<file path="src/design/ext_bus_cfg.svh">
// Constants for the external memory bus controller.
`ifndef EXT_BUS_CFG_SVH
`define EXT_BUS_CFG_SVH
`define ADDR_W 20
`define DATA_W 16
`define CS_COUNT 4
`define WAIT_RESET 4'h0
`define STROBE_MIN 4'h2
`endif

</file>
<file path="src/design/ext_bus_pkg.sv">
// Types for the external memory bus controller.
package ext_bus_pkg;
   typedef enum logic [2:0] {
      ST_IDLE = 3'b000,
      ST_ADDR = 3'b001,
      ST_DATA = 3'b010,
      ST_WAIT = 3'b011,
      ST_DONE = 3'b100,
      ST_HOLD = 3'b101
   } bus_state_e;
endpackage

</file>
<file path="src/design/external_memory_bus_control.sv">
// External memory bus controller: address, data, strobes, chip selects, hold and wait.
//
// Overview of operation
// - Reset pin held low keeps the whole block in its reset state.
// - Mode strap low after reset gives single-chip mode, high gives microprocessor mode.
// - Width select low gives a 16-bit data bus, high gives 8 bits.
// - Separate bus: low lines carry bits 0-7, upper lines 8-15 only at 16 bits.
// - A 20-line address output carries address bits 0 to 19.
// - Multiplexed 8-bit: address bits 0-7 share lines with data bits 0-7.
// - Multiplexed 16-bit: address bits 1-8 share lines with data bits 0-7.
// - Four low-active chip selects, each for its own external space.
// - A software setting picks split write strobes or single strobe plus byte enable.
// - Split scheme: low-byte write strobe low on writes to even addresses.
// - Split scheme: high-byte write strobe low on writes to odd addresses.
// - Read strobe low while data is read, in either scheme.
// - Single scheme: write strobe low on any write, whatever the parity.
// - Single scheme: high-byte enable low for an odd address in the data phase, and in the address phase only when multiplexed.
// - An 8-bit bus must use the single strobe scheme.
// - An address latch strobe lets outside logic capture the address.
// - Hold input low requests the bus; hold lasts while it stays low.
// - Hold acknowledge is low in hold and high otherwise.
// - Ready input low stretches an access; wait lasts while it is low.
`timescale 1ns/10ps
`include "ext_bus_cfg.svh"
module external_memory_bus_control
   import ext_bus_pkg::*;
(
   input wire logic clock_in,
   input wire logic sys_rst_in,
   input wire logic reset_n_in,
   input wire logic processor_mode_strap_in,
   input wire logic bus_width_8_in,
   input wire logic multiplex_in,
   input wire logic single_strobe_sel_in,
   input wire logic hold_n_in,
   input wire logic ready_n_in,
   input wire logic req_valid_in,
   input wire logic req_write_in,
   input wire logic [`ADDR_W-1:0] req_addr_in,
   input wire logic [`DATA_W-1:0] req_wdata_in,
   input wire logic [1:0] req_cs_in,
   input wire logic [`DATA_W-1:0] data_lines_in,
   output logic [`ADDR_W-1:0] address_lines_out,
   output logic address_lines_oe_n_out,
   output logic [`DATA_W-1:0] data_lines_out,
   output logic [1:0] data_lines_oe_n_out,
   output logic [`CS_COUNT-1:0] chip_select_lines_n_out,
   output logic read_strobe_n_out,
   output logic write_strobe_low_byte_n_out,
   output logic write_strobe_high_byte_n_out,
   output logic strobe_oe_n_out,
   output logic address_latch_out,
   output logic hold_acknowledge_n_out,
   output logic microprocessor_mode_out,
   output logic in_reset_out,
   output logic req_ready_out,
   output logic resp_valid_out,
   output logic [`DATA_W-1:0] resp_rdata_out
);

   typedef struct packed {
      logic [1:0] rst_sync;
      logic [1:0] hold_sync;
      logic [1:0] rdy_sync;
      logic [1:0] mode_sync;
      logic [1:0] width_sync;
      logic [1:0] mux_sync;
      logic [1:0] strb_sync;
      bus_state_e state;
      logic in_reset;
      logic up_mode;
      logic wr;
      logic [`ADDR_W-1:0] addr;
      logic [`DATA_W-1:0] wdata;
      logic [1:0] cs;
      logic [`ADDR_W-1:0] a_out;
      logic a_oe_n;
      logic [`DATA_W-1:0] d_out;
      logic [1:0] d_oe_n;
      logic [`CS_COUNT-1:0] cs_n;
      logic rd_n;
      logic wrl_n;
      logic wrh_n;
      logic s_oe_n;
      logic ale;
      logic hold_acknowledge_n;
      logic req_ready;
      logic resp_valid;
      logic [`DATA_W-1:0] rdata;
      logic [`DATA_W-1:0] data_meta;
      logic [`DATA_W-1:0] data_sync;
      logic [3:0] strobe_cnt;
   } ctl_s;

   ctl_s r;
   ctl_s next_r;

   // Decodes a two-bit space number into four low-active selects.
   function automatic logic [`CS_COUNT-1:0] cs_decode(input logic [1:0] sel);
      logic [`CS_COUNT-1:0] v;
      v = {`CS_COUNT{1'b1}};
      v[sel] = 1'b0;
      return v;
   endfunction

   // Effective configuration from the synchronised pins.
   logic cfg_8bit;
   logic cfg_mux;
   logic cfg_single;
   assign cfg_8bit = r.width_sync[1];
   assign cfg_mux = r.mux_sync[1];
   // An 8-bit bus forces the single strobe scheme whatever software asked for.
   assign cfg_single = r.strb_sync[1] | cfg_8bit;

   // Next-state logic; strobes are recomputed every cycle from the held access.
   always_comb begin
      next_r = r;
      next_r.rst_sync = {r.rst_sync[0], reset_n_in};
      next_r.hold_sync = {r.hold_sync[0], hold_n_in};
      next_r.rdy_sync = {r.rdy_sync[0], ready_n_in};
      next_r.mode_sync = {r.mode_sync[0], processor_mode_strap_in};
      next_r.width_sync = {r.width_sync[0], bus_width_8_in};
      next_r.mux_sync = {r.mux_sync[0], multiplex_in};
      next_r.strb_sync = {r.strb_sync[0], single_strobe_sel_in};
      // Data pins pass two stages like every other pin before any logic reads them.
      next_r.data_meta = data_lines_in;
      next_r.data_sync = r.data_meta;
      next_r.resp_valid = 1'b0;
      next_r.req_ready = 1'b0;
      next_r.ale = 1'b0;
      next_r.rd_n = 1'b1;
      next_r.wrl_n = 1'b1;
      next_r.wrh_n = 1'b1;
      next_r.cs_n = {`CS_COUNT{1'b1}};
      next_r.d_oe_n = 2'b11;
      next_r.a_oe_n = 1'b0;
      next_r.s_oe_n = 1'b0;
      next_r.hold_acknowledge_n = 1'b1;
      if (!r.rst_sync[1]) begin
         // Pin reset holds everything idle; the strap is sampled on release.
         next_r.in_reset = 1'b1;
         next_r.state = ST_IDLE;
      end else begin
         next_r.in_reset = 1'b0;
         if (r.in_reset) begin
            next_r.up_mode = r.mode_sync[1];
         end
         case (r.state)
            ST_IDLE: begin
               if (!r.hold_sync[1]) begin
                  next_r.state = ST_HOLD;
               end else if (r.up_mode && !r.in_reset) begin
                  // Ready is withheld when hold or pin reset reaches the second stage
                  // next edge, so a request is never offered on an edge that leaves idle.
                  next_r.req_ready = next_r.hold_sync[1] & next_r.rst_sync[1];
                  if (req_valid_in && r.req_ready) begin
                     next_r.req_ready = 1'b0;
                     next_r.wr = req_write_in;
                     next_r.addr = req_addr_in;
                     next_r.wdata = req_wdata_in;
                     next_r.cs = req_cs_in;
                     next_r.state = ST_ADDR;
                  end
               end
            end
            ST_ADDR: begin
               next_r.strobe_cnt = `WAIT_RESET;
               next_r.state = ST_DATA;
            end
            ST_DATA, ST_WAIT: begin
               // Data pins pass two flip-flops, so the strobe stands for a minimum span
               // before the synchronised read data can be trusted; this costs two cycles.
               if (r.strobe_cnt != `STROBE_MIN) begin
                  next_r.strobe_cnt = r.strobe_cnt + 4'h1;
               end
               // Ready low keeps the strobes active and stretches the access.
               if (!r.rdy_sync[1] || r.strobe_cnt != `STROBE_MIN) begin
                  next_r.state = ST_WAIT;
               end else begin
                  // Read data is taken while the read strobe is still low.
                  if (!r.wr) begin
                     next_r.rdata = cfg_8bit ? {8'h00, r.data_sync[7:0]} : r.data_sync;
                  end
                  next_r.state = ST_DONE;
               end
            end
            ST_DONE: begin
               next_r.resp_valid = !r.wr;
               next_r.state = ST_IDLE;
            end
            ST_HOLD: begin
               if (r.hold_sync[1]) begin
                  next_r.state = ST_IDLE;
               end
            end
            default: begin
               next_r.state = ST_IDLE;
            end
         endcase
         // Output drive for the state being entered.
         case (next_r.state)
            ST_ADDR, ST_DATA, ST_WAIT: begin
               next_r.a_out = next_r.addr;
               next_r.cs_n = cs_decode(next_r.cs);
               next_r.ale = (next_r.state == ST_ADDR);
               if (next_r.state != ST_ADDR) begin
                  if (next_r.wr) begin
                     if (cfg_single) begin
                        next_r.wrl_n = 1'b0;
                        next_r.wrh_n = !next_r.addr[0];
                     end else begin
                        next_r.wrl_n = next_r.addr[0];
                        next_r.wrh_n = !next_r.addr[0];
                     end
                     next_r.d_oe_n = cfg_8bit ? 2'b10 : 2'b00;
                     next_r.d_out = next_r.wdata;
                  end else begin
                     next_r.rd_n = 1'b0;
                     if (cfg_single) begin
                        next_r.wrh_n = !next_r.addr[0];
                     end
                  end
               end else if (cfg_mux) begin
                  // Address phase of a multiplexed cycle drives the shared lines.
                  next_r.d_oe_n[0] = 1'b0;
                  next_r.d_out[7:0] = cfg_8bit ? next_r.addr[7:0]
                                               : next_r.addr[8:1];
                  if (cfg_single) begin
                     next_r.wrh_n = !next_r.addr[0];
                  end
               end
            end
            ST_HOLD: begin
               // Release the bus so the outside master can drive it.
               next_r.hold_acknowledge_n = 1'b0;
               next_r.a_oe_n = 1'b1;
               next_r.s_oe_n = 1'b1;
               next_r.d_oe_n = 2'b11;
            end
            default: begin
            end
         endcase
      end
   end

   // Single register stage for all state; synchronous reset to safe levels.
   always_ff @(posedge clock_in) begin
      if (sys_rst_in) begin
         r <= '0;
         r.rst_sync <= 2'b00;
         r.hold_sync <= 2'b11;
         r.rdy_sync <= 2'b11;
         r.state <= ST_IDLE;
         r.in_reset <= 1'b1;
         r.d_oe_n <= 2'b11;
         r.cs_n <= {`CS_COUNT{1'b1}};
         r.rd_n <= 1'b1;
         r.wrl_n <= 1'b1;
         r.wrh_n <= 1'b1;
         r.hold_acknowledge_n <= 1'b1;
      end else begin
         r <= next_r;
      end
   end

   assign address_lines_out = r.a_out;
   assign address_lines_oe_n_out = r.a_oe_n;
   assign data_lines_out = r.d_out;
   assign data_lines_oe_n_out = r.d_oe_n;
   assign chip_select_lines_n_out = r.cs_n;
   assign read_strobe_n_out = r.rd_n;
   assign write_strobe_low_byte_n_out = r.wrl_n;
   assign write_strobe_high_byte_n_out = r.wrh_n;
   assign strobe_oe_n_out = r.s_oe_n;
   assign address_latch_out = r.ale;
   assign hold_acknowledge_n_out = r.hold_acknowledge_n;
   assign microprocessor_mode_out = r.up_mode;
   assign in_reset_out = r.in_reset;
   assign req_ready_out = r.req_ready;
   assign resp_valid_out = r.resp_valid;
   assign resp_rdata_out = r.rdata;

   // Checks on the bus sequencing.
   hold_ack_a: assert property (@(posedge clock_in) disable iff (sys_rst_in)
      (r.state == ST_HOLD) |-> !r.hold_acknowledge_n) else $error("hold ack not low in hold");
   hold_idle_a: assert property (@(posedge clock_in) disable iff (sys_rst_in)
      (r.state != ST_HOLD) |-> r.hold_acknowledge_n) else $error("hold ack low outside hold");
   hold_release_a: assert property (@(posedge clock_in) disable iff (sys_rst_in)
      !r.hold_acknowledge_n |-> r.a_oe_n && r.s_oe_n && r.d_oe_n == 2'b11)
      else $error("bus not released in hold");
   hold_enter_a: assert property (@(posedge clock_in) disable iff (sys_rst_in)
      (r.state == ST_IDLE && r.rst_sync[1] && !r.hold_sync[1]) |=> !r.hold_acknowledge_n)
      else $error("hold not entered");
   reset_hold_a: assert property (@(posedge clock_in) disable iff (sys_rst_in)
      !r.rst_sync[1] |=> r.in_reset && r.state == ST_IDLE)
      else $error("reset pin not obeyed");
   mode_latch_a: assert property (@(posedge clock_in) disable iff (sys_rst_in)
      (r.in_reset && r.rst_sync[1]) |=> r.up_mode == $past(r.mode_sync[1]))
      else $error("mode strap not latched");
   strobe_excl_a: assert property (@(posedge clock_in) disable iff (sys_rst_in)
      !r.rd_n |-> r.wrl_n && r.cs_n != 4'hf) else $error("read with write or no cs");
   read_strobe_a: assert property (@(posedge clock_in) disable iff (sys_rst_in)
      (!r.wr && (r.state == ST_DATA || r.state == ST_WAIT)) |-> !r.rd_n)
      else $error("read strobe not low");
   split_parity_a: assert property (@(posedge clock_in) disable iff (sys_rst_in)
      (!cfg_single && r.wr && r.state == ST_DATA)
      |-> r.wrl_n == r.addr[0] && r.wrh_n == !r.addr[0])
      else $error("split strobe parity wrong");
   single_wr_a: assert property (@(posedge clock_in) disable iff (sys_rst_in)
      (cfg_single && r.wr && r.state == ST_DATA) |-> !r.wrl_n)
      else $error("single write strobe not low");
   byte_enable_a: assert property (@(posedge clock_in) disable iff (sys_rst_in)
      (cfg_single && r.state == ST_DATA) |-> r.wrh_n == !r.addr[0])
      else $error("byte enable parity wrong");
   byte_single_a: assert property (@(posedge clock_in) disable iff (sys_rst_in)
      (cfg_8bit && r.wr && r.state == ST_DATA) |-> !r.wrl_n)
      else $error("byte bus not on single strobe");
   lane_drive_a: assert property (@(posedge clock_in) disable iff (sys_rst_in)
      (r.wr && r.state == ST_DATA) |-> r.d_oe_n == (cfg_8bit ? 2'b10 : 2'b00))
      else $error("write byte lanes wrong");
   wait_stretch_a: assert property (@(posedge clock_in) disable iff (sys_rst_in)
      (r.state == ST_DATA && !r.rdy_sync[1]) |=> r.state == ST_WAIT)
      else $error("ready low did not stretch");
   wait_hold_a: assert property (@(posedge clock_in) disable iff (sys_rst_in)
      (r.state == ST_WAIT && !r.rdy_sync[1]) |=> r.state == ST_WAIT)
      else $error("wait left while ready low");
   ale_phase_a: assert property (@(posedge clock_in) disable iff (sys_rst_in)
      r.ale |=> r.state == ST_DATA || r.state == ST_WAIT)
      else $error("latch strobe out of phase");
   addr_drive_a: assert property (@(posedge clock_in) disable iff (sys_rst_in)
      r.ale |-> r.a_out == r.addr && !r.a_oe_n) else $error("address not driven");
   mux_addr_a: assert property (@(posedge clock_in) disable iff (sys_rst_in)
      (r.ale && cfg_mux) |-> !r.d_oe_n[0]
      && r.d_out[7:0] == (cfg_8bit ? r.addr[7:0] : r.addr[8:1]))
      else $error("multiplexed address wrong");
   cs_one_a: assert property (@(posedge clock_in) disable iff (sys_rst_in)
      r.state == ST_DATA |-> $countones(~r.cs_n) == 1) else $error("chip select count");

   read_c: cover property (@(posedge clock_in) r.resp_valid);
   write_c: cover property (@(posedge clock_in) r.state == ST_DATA && r.wr);
   wait_c: cover property (@(posedge clock_in) r.state == ST_WAIT);
   hold_c: cover property (@(posedge clock_in) !r.hold_acknowledge_n);
   mux_c: cover property (@(posedge clock_in) r.ale && !r.d_oe_n[0]);

endmodule

</file>
<file path="config.mk">
export PLATFORM = sky130hd
export DESIGN_NAME = external_memory_bus_control
export DESIGN_NICKNAME = d
export VERILOG_FILES = /design/src/design/ext_bus_pkg.sv /design/src/design/external_memory_bus_control.sv
export VERILOG_INCLUDE_DIRS = /design/src /design/src/design
export SDC_FILE = /design/constraint.sdc
export NUM_CORES = 1
export LEC_CHECK = 0
export BUFFER_PORTS_ARGS = -buffer_cell sky130_fd_sc_hd__buf_4
export CORE_MARGIN = 2
export CORE_UTILIZATION = 25
export DETAILED_ROUTE_END_ITERATION = 8
export GPL_ROUTABILITY_DRIVEN = 0
export REMOVE_ABC_BUFFERS = 1
export SLEW_MARGIN = 20
export SYNTH_ARGS = -nofsm -noshare
export SYNTH_HDL_FRONTEND = slang
export SYNTH_SLANG_ARGS = --single-unit
</file>
<file path="constraint.sdc">
create_clock -name clock_in -period 1.7 [get_ports clock_in]
set_clock_uncertainty 0.05 [all_clocks]
set_input_delay 0.255 -clock clock_in [delete_from_list [all_inputs] [get_ports clock_in]]
set_output_delay 0.255 -clock clock_in [all_outputs]
set_load 0.01 [all_outputs]
</file>
After elaboration in Yosys (flattened, before gate mapping). Index checks and enable logic that the tools add are counted.

Bitwise operators: 13. $lt $le $gt $ge: 2. Div/mod/pow operators: 0. Shift operators: 0. Reductions and logical operators: 25. Mux-type cells: 33. Equality and inequality tests: 13. Add/subtract/negate cells: 1. Multipliers: 0.

Operator list (number): $mux W39 (5); $mux W8 (3); $mux W3 (6); $mux W16 (1); $eq A3 B2 Y1 const B (4); $pmux W3 S4 (1); $reduce_and A4 Y1 (3); $mux W1 (11); $mux W10 (1); $not A1 Y1 (10); $eq A3 B3 Y1 const B (3); $reduce_or A3 Y1 (3); $pmux W4 S2 (1); $eq A3 B1 Y1 const B (2); $reduce_or A6 Y1 (1); $reduce_or A5 Y1 (1); $add A4 B1 Y4 const B (1); $logic_not A1 Y1 (4); $mux W2 (2); $mux W4 (1); $ne A2 B2 Y1 const B (2); $ne A4 B2 Y1 const B (1); $not A4 Y4 (1); $reduce_and A2 Y1 (2); other kinds (13) (17).

Logic and storage cells: 119. Input port bits: 65. Memory bits (writable): 0. Register bits after elaboration: 160. Latch bits: 0. Memories kept: 0. ROM bits: 0.

Logic depth before layout (Yosys ltp). Gate-level depths: netlist of the first run.

Word-level depth: 11. Depth in mapped cells: 8.

Least setup slack after synthesis of the first run. Ideal clock, no wire load.

Path kind: flip-flop to flip-flop. Start point: register r[0] (netlist bit). End point: register r (netlist bit data_lines_out[0]). Data arrival time: 1715 ps. Clock period less this slack: 1852 ps. Slack: -152 ps. Data required time: 1564 ps. Cell stages (with the launch flop): 7. Path buffers: 0. Setup time: 86 ps. Cells stage by stage: dfxtp_1 inv_1 ha_1 and4bb_4 a211o_4 a22o_4 a221oi_2.

Cells in the longest elaborated chain, start to end: 8. Elaborated cells between the ends (all ways): 14. Those cells by class: eq/ne (6); mux (4); reduce/logical (4).

Ends and longest elaborated chain: start: declaration (line external_memory_bus_control.sv:95) `ctl_s r;`; start signal: assignment (line external_memory_bus_control.sv:262) `r <= next_r;`; $ne A4 B2 Y1 (no line) (*); $logic_or A1 B1 Y1 (no line) (*); $mux W3 (*) (line external_memory_bus_control.sv:177) `` if (!r.rdy_sync[1] || r.strobe_cnt != `STROBE_MIN) begin ``; $pmux W3 S4 (*) (line external_memory_bus_control.sv:148) `case (r.state)`; $mux W3 (*) (line external_memory_bus_control.sv:139) `if (!r.rst_sync[1]) begin`; $ne A3 B1 Y1, or another cell as far along (line external_memory_bus_control.sv:206) `if (next_r.state != ST_ADDR) begin`; $ne A2 B2 Y1 (no line), or another cell as far along; $reduce_and A4 Y1 (no line).

Mark *: on every way between the ends. The rest lies on a longest branch, timed or not. The select of a mux whose other input is x is not followed. A chain may end at the register's enable or synchronous reset.

Worst setup path after layout of the first run. Ends and elaborated chain as after synthesis.

==> results of run 1 <==
[power by group through the flow]
stage               clock, mW  combinational (mW)  sequential, mW
floorplan                   0              0.0678            3.90
global placement            0               0.313            3.90
detailed placement          0               0.315            3.90
CTS                      3.91               0.357            3.81
global route             4.06               0.387            3.82
finish                   3.79               0.358            3.82
[worst max path at each step]
stage | to | depth (start not counted)
floorplan | write_strobe_high_byte_n_out | 4
global placement | data_lines_out[6] | 6
detailed placement | data_lines_out[6] | 6
CTS | data_lines_out[6] | 6
global route | data_lines_out[5] | 6
finish | data_lines_out[0] | 6
[metal layers]
layer	part of all wire	track usage	vias up	wire (µm)
met3	0.051	0.03897	20	916
met1	0.44	0.1510	2493	7987
met2	0.49	0.2142	99	8904
met4	0.018	0.04610	0	326
met5	0	0	-	0
li1	-	-	2653	-
[cells in the mapped netlist, drive strengths merged, types with 3 or more instances]
library cell and number:
a21o 4, a21oi 61, a221oi 8, a311oi 6
a32oi 12, and2 3, and4bb 4, buf 83
clkbuf 21, dfxtp 160, inv 14, mux2 8
mux2i 19, nand2 134, nand2b 13, nand3 16
nand3b 5, nand4 6, nor2 19, nor2b 51
nor3 10, o21ai 21, o31ai 5, or2 5
or3 3, or3b 9
[state kept, by name, summed over array words and instances (netlist names)]
name	cells
write_strobe_low_byte_n_out	1
chip_select_lines_n_out	4
read_strobe_n_out	1
cfg_mux	1
address_lines_out	20
resp_valid_out	1
strobe_oe_n_out	1
r	67
next_r	23
address_latch_out	1
cfg_8bit	1
write_strobe_high_byte_n_out	1
data_lines_out	16
microprocessor_mode_out	1
req_ready_out	1
data_lines_oe_n_out	2
hold_acknowledge_n_out	1
resp_rdata_out	16
in_reset_out	1
[worst max-delay path: cells and delay by family, from the launching register on]
| family | cells | cell delay [ps] |
|---|---|---|
| adders and majority gates | 1 | 150 |
| DFF | 1 | 340 |
| and+or+nand+nor | 1 | 220 |
| AOI/OAI and AO/OA | 3 | 920 |
| buffers and inverters | 1 | 50 |
[what timing repair did]
| item | CTS | global route |
|---|---|---|
| cloned | 1 | 3 |
| endpoints found under the setup margin | 77 | 83 |
| gates resized for setup | 29 | 15 |
| hold buffers | 20 | 1 |
| pin swaps | 33 | 5 |
| hold endpoints to repair | 20 | 1 |
| buffers inserted | 9 | 4 |
[cell families (layout without fill, tap and decap cells)]
group,Yosys count,in the layout,synth area share
and+or+nand+nor,283,283,0.2207
DFF,160,160,0.4850
AOI/OAI and AO/OA,128,128,0.1385
buffers and inverters,118,271,0.1082
muxes,27,27,0.04244
adders and majority gates,2,2,0.003789
xor gates and xnor gates,1,1,0.001327
[layout make-up]
class                      instances  area (µm²)  share of cell area
multi-input combinational        441        2803              0.3085
clock inverter                    13       138.9             0.01529
clock buffer                      19       442.9             0.04875
inverter                          14       52.55            0.005784
timing repair buffer             225        2013              0.2216
sequential                       160        3217              0.3540
tap                              335       419.2             0.04613
[per-stage QoR]
stage	TNS, ps	power [mW]	cell area, µm²	utilization	instances
detailed placement	-7036	4.217	7921	0.3048	1137
global placement	-5247	4.215	7921	0.3048	1137
global route	-4476	8.261	9086	0.3497	1207
CTS	-924.9	8.077	8905	0.3427	1199
finish	-1356	7.967	9086	0.3497	1207
floorplan	-57770	3.972	5942	-	615
==> flow_summary.ini, run 1 <==
[run_status]
status = complete, but fails checks
violations = negative setup slack

[power]
p_leak_nw = 3.505
peakVddDrop_mv = 0.5012
p_seq_frac = 0.479
power.switching_mw = 1.765
pwr-share-clk = 0.476
combPwrFrac = 0.045
pwr_density_cell_nw_per_um2 = 876.8
p_int_mw = 6.201
switching_share = 0.2216

[sta]
final-max-slew-violation-count = 0
fmax_mhz = 557.0
post-route-period-util = 1.056
hold-worst-slack_ps = 17.89
fin_ws_ps = -95.27
worst_slew_margin_rel = 0.6918
hold_viol_final = 0
setup-violations-final = 27
tightest_slew_ps = 457.5
rsz0062_at_grt = true
layout_min_cycle_time_ps = 1795

[min_path]
hold_depth = 2
hold_path_class = in -> reg
hold_path_end = next_r[16]
hp-start = data_lines_in[12]

[cts]
cts-root-buf = clkbuf_16
insertion_delay_ps = 420
clk_pin_slew_ps = 60
clk_path_buf_depth = 2
clock_sinks = 160
cts_buffers = 17
cts_tree = built
htreeDepth = 4

[worst_setup_path]
cp.required_ps = 1990
cp-start-kind = register
path_class = reg -> reg
arrival_ps = 2090
rr_startpoint = r[0]
reg2reg_to = data_lines_out[0]
r2r_slack_ps = -100
cp_cell_sequence = inv_2, ha_4, and4bb_4, a211o_4, a22o_4, a221oi_2
slowest_stage = a211o_4
crit_fanout = 8
crit_path_max_incr_delay_ps = 350
worst_r2r_path_depth = 6
end_kind = register
worstSetupStartpoint = r[0]

[detailed_routing]
via_count = 5265
drt_iter0_drc = 271
wirelength_um = 18140
antenna_left = 0
wire_per_inst_um = 15.02
first_pass_iters = 4
via_per_inst = 4.362
drc = 0

[logic_synthesis]
ys_seq_elements = 160
synthCells = 719
synth_top_cell_by_area = dfxtp_1
synth.top_cell.area_share = 0.4850
yosys_warnings = 0
seq_area_frac_synth = 0.4850
synth_cell_types = 55
synth_edf_count = 0
syn_area_per_cell_um2 = 9.185
async_flop_share = 0
netlist_area_um2 = 6604
synthTopCellsByArea = dfxtp_1 49%, nand2_1 7.5%, buf_4 7.4%, nor2b_1 4.8%, a21oi_1 4.5%
synth_ff_type = dfxtp_1

[global_routing]
grt_max_degree = 79
grt_pass1_wl_um = 27570
antenna_found_initial = 0
grtUsageTotal = 0.1265
grt_overflow = 0
grt_pass1_vias = 5120

[cells_and_area]
final_common_cell = buf_4
n_antenna_cell = 0
area_growth_pct = 37.59
finalNetCount = 926
final_cell_mix = 180 x buf_4, 153 x dfxtp_1, 130 x nand2_1
n_fill_cell = 2653
layout-drive-gt1-share = 0.3475

[die]
fp.dieW_um = 166.5
die_h_um = 166.5
core_area_um2 = 25980
start_util = 0.2541
rows = 59
dieArea_um2 = 27730
ios = 134

[placement]
dp_hpwl_um = 12090
pre_cts_ws_ps = -233.1
numPortBuffers = 133

[job]
maxCapViolations = 0
Power figures use the tool's default switching activity.
==> inputs of run 2 (changes only) <==
--- a/config.mk
+++ b/config.mk
@@ -11,6 +11,7 @@
 export CORE_UTILIZATION = 25
 export DETAILED_ROUTE_END_ITERATION = 8
 export GPL_ROUTABILITY_DRIVEN = 0
+export PLACE_DENSITY = 0.51
 export REMOVE_ABC_BUFFERS = 1
 export SLEW_MARGIN = 20
 export SYNTH_ARGS = -nofsm -noshare
==> constraint.sdc (replaced) <==
create_clock -name clock_in -period 1.7 [get_ports clock_in]
set_clock_uncertainty 0.05 [all_clocks]
set_input_delay 0.17 -clock clock_in [delete_from_list [all_inputs] [get_ports clock_in]]
set_output_delay 0.17 -clock clock_in [all_outputs]
set_load 0.1 [all_outputs]
==> flow_summary.ini, run 2 (synthesized netlist as in run 1, its figures left out) <==
[global_routing]
grt_pass1_vias = 5305
grt_pass1_wl_um = 28820
grt_overflow = 0
antenna_found_initial = 1
grtUsageTotal = 0.1309
grt_max_degree = 84

[worst_setup_path]
cp_cell_sequence = inv_2, ha_4, and4bb_4, a211o_4, a22o_4, a221oi_2
crit_fanout = 8
cp-start-kind = register
path_class = reg -> reg
setup.worst_path.end = data_lines_out[2]
end_kind = register
worst_r2r_path_depth = 6
rr_startpoint = r[0]
cp.required_ps = 1980
slowest_stage = a211o_4
crit_path_max_incr_delay_ps = 340
arrival_ps = 2060
worstSetupStartpoint = r[0]
reg2reg_to = data_lines_out[2]
r2r_slack_ps = -70

[sta]
layout_min_cycle_time_ps = 1772
post-route-period-util = 1.043
fmax_mhz = 564.2
fin_ws_ps = -72.47
worst_slew_margin_rel = 0.7247
hold_viol_final = 0
final-max-slew-violation-count = 0
hold-worst-slack_ps = 65.28
rsz0062_at_grt = true
tightest_slew_ps = 408.6
setup-violations-final = 34

[detailed_routing]
via_count = 5514
wire_per_inst_um = 14.76
via_per_inst = 4.376
antenna_left = 0
drt_iter0_drc = 336
drc = 0
wirelength_um = 18590
first_pass_iters = 4

[die]
rows = 59
die_h_um = 166.5
dieArea_um2 = 27730
start_util = 0.2541
core_area_um2 = 25980
fp.dieW_um = 166.5
ios = 134

[cells_and_area]
regMostFlops = r
largest_register_ffs = 67
final_cell_mix = 183 x buf_4, 151 x dfxtp_1, 120 x nand2_1
area_growth_pct = 48.48
finalNetCount = 978
layout-drive-gt1-share = 0.3734
n_fill_cell = 2663
final_common_cell = buf_4
layout.cells.non_filler = 1260

[cts]
cts-root-buf = clkbuf_16
clock_sinks = 160
cts_buffers = 17
clk_pin_slew_ps = 60
htreeDepth = 4
cts_tree = built
clk_path_buf_depth = 2
insertion_delay_ps = 430

[power]
finalPower_mw = 8.125
pwr_density_cell_nw_per_um2 = 828.6
peakVddDrop_mv = 0.5027
p_leak_nw = 3.842

[run_status]
status = complete, but fails checks
violations = negative setup slack

[placement]
numPortBuffers = 133
dp.cells = 1139
dp_hpwl_um = 12050

[job]
maxCapViolations = 0

[min_path]
hold_path_class = in -> reg
run 2: final cells by class:
cell class | count | area, µm² | area share
clock buffer | 22 | 494.2 | 0.05040
inverter | 14 | 52.55 | 0.005359
multi-input combinational | 441 | 2967 | 0.3025
timing repair buffer | 277 | 2549 | 0.2599
tap | 335 | 419.2 | 0.04275
sequential | 160 | 3222 | 0.3286
antenna | 1 | 2.502 | 0.0002552
clock inverter | 10 | 100.1 | 0.01021
run 2: worst min-delay path by stage:
stage,startpoint,endpoint,slack [ps],cells past startpoint
2_1_floorplan,sys_rst_in,data_lines_out[0],190,1
3_3_place_gp,ready_n_in,next_r[156],310,2
3_5_place_dp,ready_n_in,next_r[156],310,2
4_1_cts,req_valid_in,req_ready_out,30,4
5_1_grt,req_valid_in,req_ready_out,100,4
6_report,req_valid_in,req_ready_out,70,4
run 2: metrics by stage:
stage          setup TNS (ps)  cell area, µm²    util  setup slack (ps)
2_1_floorplan         -117880            5942       -             -2292
3_5_place_dp            -4587            7911  0.3045            -201.2
3_3_place_gp            -3339            7911  0.3045            -165.3
6_report                -1115            9806  0.3774            -72.47
4_1_cts                 -1162            9364  0.3604            -74.95
5_1_grt                 -4116            9806  0.3774            -166.5
run 2: power breakdown:
group | switching [mW] | internal [mW] | total (mW)
sequential | 0.0177 | 3.80 | 3.81
combinational | 0.191 | 0.257 | 0.448
clock | 1.63 | 2.23 | 3.86
total | 1.84 | 6.28 | 8.12
run 2: critical path: cells and delay by family (launching register included):
family	cells	cell delay, ps
compound gates	3	890
flops	1	330
simple gates	1	220
fa+ha+maj	1	150
buf+inv	1	50
run 2: what timing repair did:
item	CTS	global route
buffers inserted	6	15
endpoints found under the setup margin	84	89
hold buffers	62	0
pin swaps	30	30
hold endpoints to repair	82	0
gates cloned	2	5
resized for setup	29	72
run 2: metal layers:
metal  GRT usage  part of all wire
met3     0.03303             0.039
met1      0.1662              0.45
met2      0.2183              0.50
met4     0.04085             0.011
met5           0                 0
==> inputs of run 3 (changes only) <==
--- a/config.mk
+++ b/config.mk
@@ -6,12 +6,13 @@
 export SDC_FILE = /design/constraint.sdc
 export NUM_CORES = 1
 export LEC_CHECK = 0
+export ABC_AREA = 1
 export BUFFER_PORTS_ARGS = -buffer_cell sky130_fd_sc_hd__buf_4
 export CORE_MARGIN = 2
 export CORE_UTILIZATION = 25
 export DETAILED_ROUTE_END_ITERATION = 8
 export GPL_ROUTABILITY_DRIVEN = 0
-export PLACE_DENSITY = 0.51
+export PLACE_DENSITY = 0.5
 export REMOVE_ABC_BUFFERS = 1
 export SLEW_MARGIN = 20
 export SYNTH_ARGS = -nofsm -noshare
==> constraint.sdc (replaced) <==
create_clock -name clock_in -period 2.2 [get_ports clock_in]
set_clock_uncertainty 0.05 [all_clocks]
set_input_delay 0.22 -clock clock_in [delete_from_list [all_inputs] [get_ports clock_in]]
set_output_delay 0.22 -clock clock_in [all_outputs]
set_load 0.1 [all_outputs]
==> flow_summary.ini, run 3 <==
[detailed_routing]
via_count = 5241
wire_per_inst_um = 12.59
drc = 0
first_pass_iters = 4
wirelength_um = 16190
antenna_left = 0
via_per_inst = 4.075
drt_iter0_drc = 262

[min_path]
hp-start = req_wdata_in[8]
hold_path_end = r[113]
hold_depth = 3
hold_path_class = in -> reg

[sta]
tightest_slew_ps = 474.8
hold_viol_final = 0
hold-worst-slack_ps = 57.58
worst_slew_margin_rel = 0.6830
layout_min_cycle_time_ps = 1887
setup_tns_ps = 0
post-route-period-util = 0.8579
final-max-slew-violation-count = 0
setup-violations-final = 0
fmax_mhz = 529.8
rsz0062_at_grt = false

[cts]
cts-root-buf = clkbuf_16
clk_pin_slew_ps = 70
clk_path_buf_depth = 2
cts_tree = built
htreeDepth = 4
cts_buffers = 17
postCtsResizedCells = 0
insertion_delay_ps = 420
clock_sinks = 160

[logic_synthesis]
netlist_area_um2 = 6496
synth_ff_type = dfxtp_1
ys_seq_elements = 160
synth_cell_types = 32
synthTopCellsByArea = dfxtp_1 49%, nand2_1 7.4%, inv_1 7.2%, buf_4 7.0%, nor2_1 5.3%
synth.most_common_cell = dfxtp_1
synth.top_cell.area_share = 0.4931
syn_area_per_cell_um2 = 7.697
synthCells = 844
yosys-top-cells-count = 160 x dfxtp_1, 128 x nand2_1, 124 x inv_1, 92 x nor2_1, 63 x o21ai_0
synth_top_cell_by_area = dfxtp_1
seq_area_frac_synth = 0.4931
yosys_warnings = 0
synth_edf_count = 0
async_flop_share = 0

[worst_setup_path]
crit_fanout = 14
worst_r2r_path_depth = 9
crit_buf_inv = 2
crit_path_max_incr_delay_ps = 340
arrival_ps = 2130
cp-start-kind = register
r2r_slack_ps = 310
end_kind = register
rr_startpoint = r[145]
slowest_stage = dfxtp_1
crit_top_cell = nand2_2
cp_cell_sequence = inv_2, nand2_2, nor2_8, nand3_4, nand3_2, nand2_2, buf_4, nor2_1, nand3_1
path_class = reg -> reg
reg2reg_to = chip_select_lines_n_out[1]
cp.depth = 9
cp.required_ps = 2440
critPathTopFamily = simple AND/OR/NAND/NOR gates

[global_routing]
grt_max_degree = 44
antenna_found_initial = 2
grt_pass1_wl_um = 25710
grt_overflow = 0
grt_pass1_vias = 4954
grtUsageTotal = 0.1228

[cells_and_area]
n_antenna_cell = 0
final_common_cell = dfxtp_1
regMostFlops = r
finalNetCount = 1005
final_cell_mix = 160 x dfxtp_1, 147 x buf_4, 128 x nand2_1
layout-drive-gt1-share = 0.2145
area_growth_pct = 27.58
largest_register_ffs = 67
layout.cells.non_filler = 1286

[placement]
dp_hpwl_um = 11350
numPortBuffers = 133
dp.cells = 1231

[job]
maxCapViolations = 0

[run_status]
status = finished clean

[die]
core_area_um2 = 25760
start_util = 0.2521
die_h_um = 165.2
rows = 59
fp.dieW_um = 165.2
dieArea_um2 = 27290
ios = 134

[power]
peakVddDrop_mv = 0.4329
p_leak_nw = 3.716
pwr_density_cell_nw_per_um2 = 786.7
## run 3: cells by family (layout without fill, tap and decap cells)
kind of cell / after synthesis / in the layout / synth area share
AND/OR/NAND/NOR: 315 / 315 / 0.2167
buffers and inverters: 227 / 334 / 0.1739
XOR/XNOR: 1 / 1 / 0.001348
flip-flops: 160 / 160 / 0.4931
AO/OA/AOI/OAI: 139 / 139 / 0.1111
adder cells (fa/ha/maj): 2 / 2 / 0.003851
## run 3: worst register-to-register path, delay by kind of cell (launching register included)
| kind | cells | cell delay, ps |
|---|---|---|
| AND/OR/NAND/NOR | 7 | 1080 |
| flip-flops | 1 | 340 |
| buffers and inverters | 2 | 290 |
## run 3: stage by stage
stage	utilization	worst slack [ps]	power [mW]	cell area, µm²
global placement	0.2875	333.8	3.259	7406
floorplan	-	-706.7	3.095	5863
CTS	0.3217	299.9	6.612	8288
detailed placement	0.2875	308.6	3.259	7406
global route	0.3217	87.48	6.770	8288
finish	0.3217	312.6	6.520	8288
## run 3: how the worst max path moves through the flow
stage                             start                    endpoint  slack, ps
after floorplan           req_ready_out          data_lines_out[10]       -710
after global placement           r[145]       address_lines_out[19]        330
after detailed placement         r[145]  chip_select_lines_n_out[1]        310
after CTS                        r[145]  chip_select_lines_n_out[1]        300
after global routing             r[145]       address_lines_out[15]         90
final                            r[145]  chip_select_lines_n_out[1]        310
## run 3: per-layer routing
metal	track usage	vias up	wire length, µm
met3	0.04520	16	1120
met5	0	-	24
met1	0.1552	2349	7725
met2	0.1970	112	7157
met4	0.03320	4	157
li1	-	2760	-
## run 3: what timing repair did
item / 4_1_cts / 5_1_grt
hold buffers: 23 / 0
endpoints found under the hold margin: 23 / 0
setup buffers: 0 / 0
## run 3: cell type report
class	instances	area, µm²
fillers	2727	17480
flip-flops and latches	160	3203
multi-input cells	457	2163
repair buffers	171	1354
inverters	131	496.7
clock buffers	19	442.9
well taps	335	419.2
clock inverters	13	209.0
## run 3: power by group
part	internal (mW)	total (mW)	switching, mW
sequential	2.94	2.95	0.0135
combinational	0.135	0.269	0.134
clock	2.05	3.30	1.25
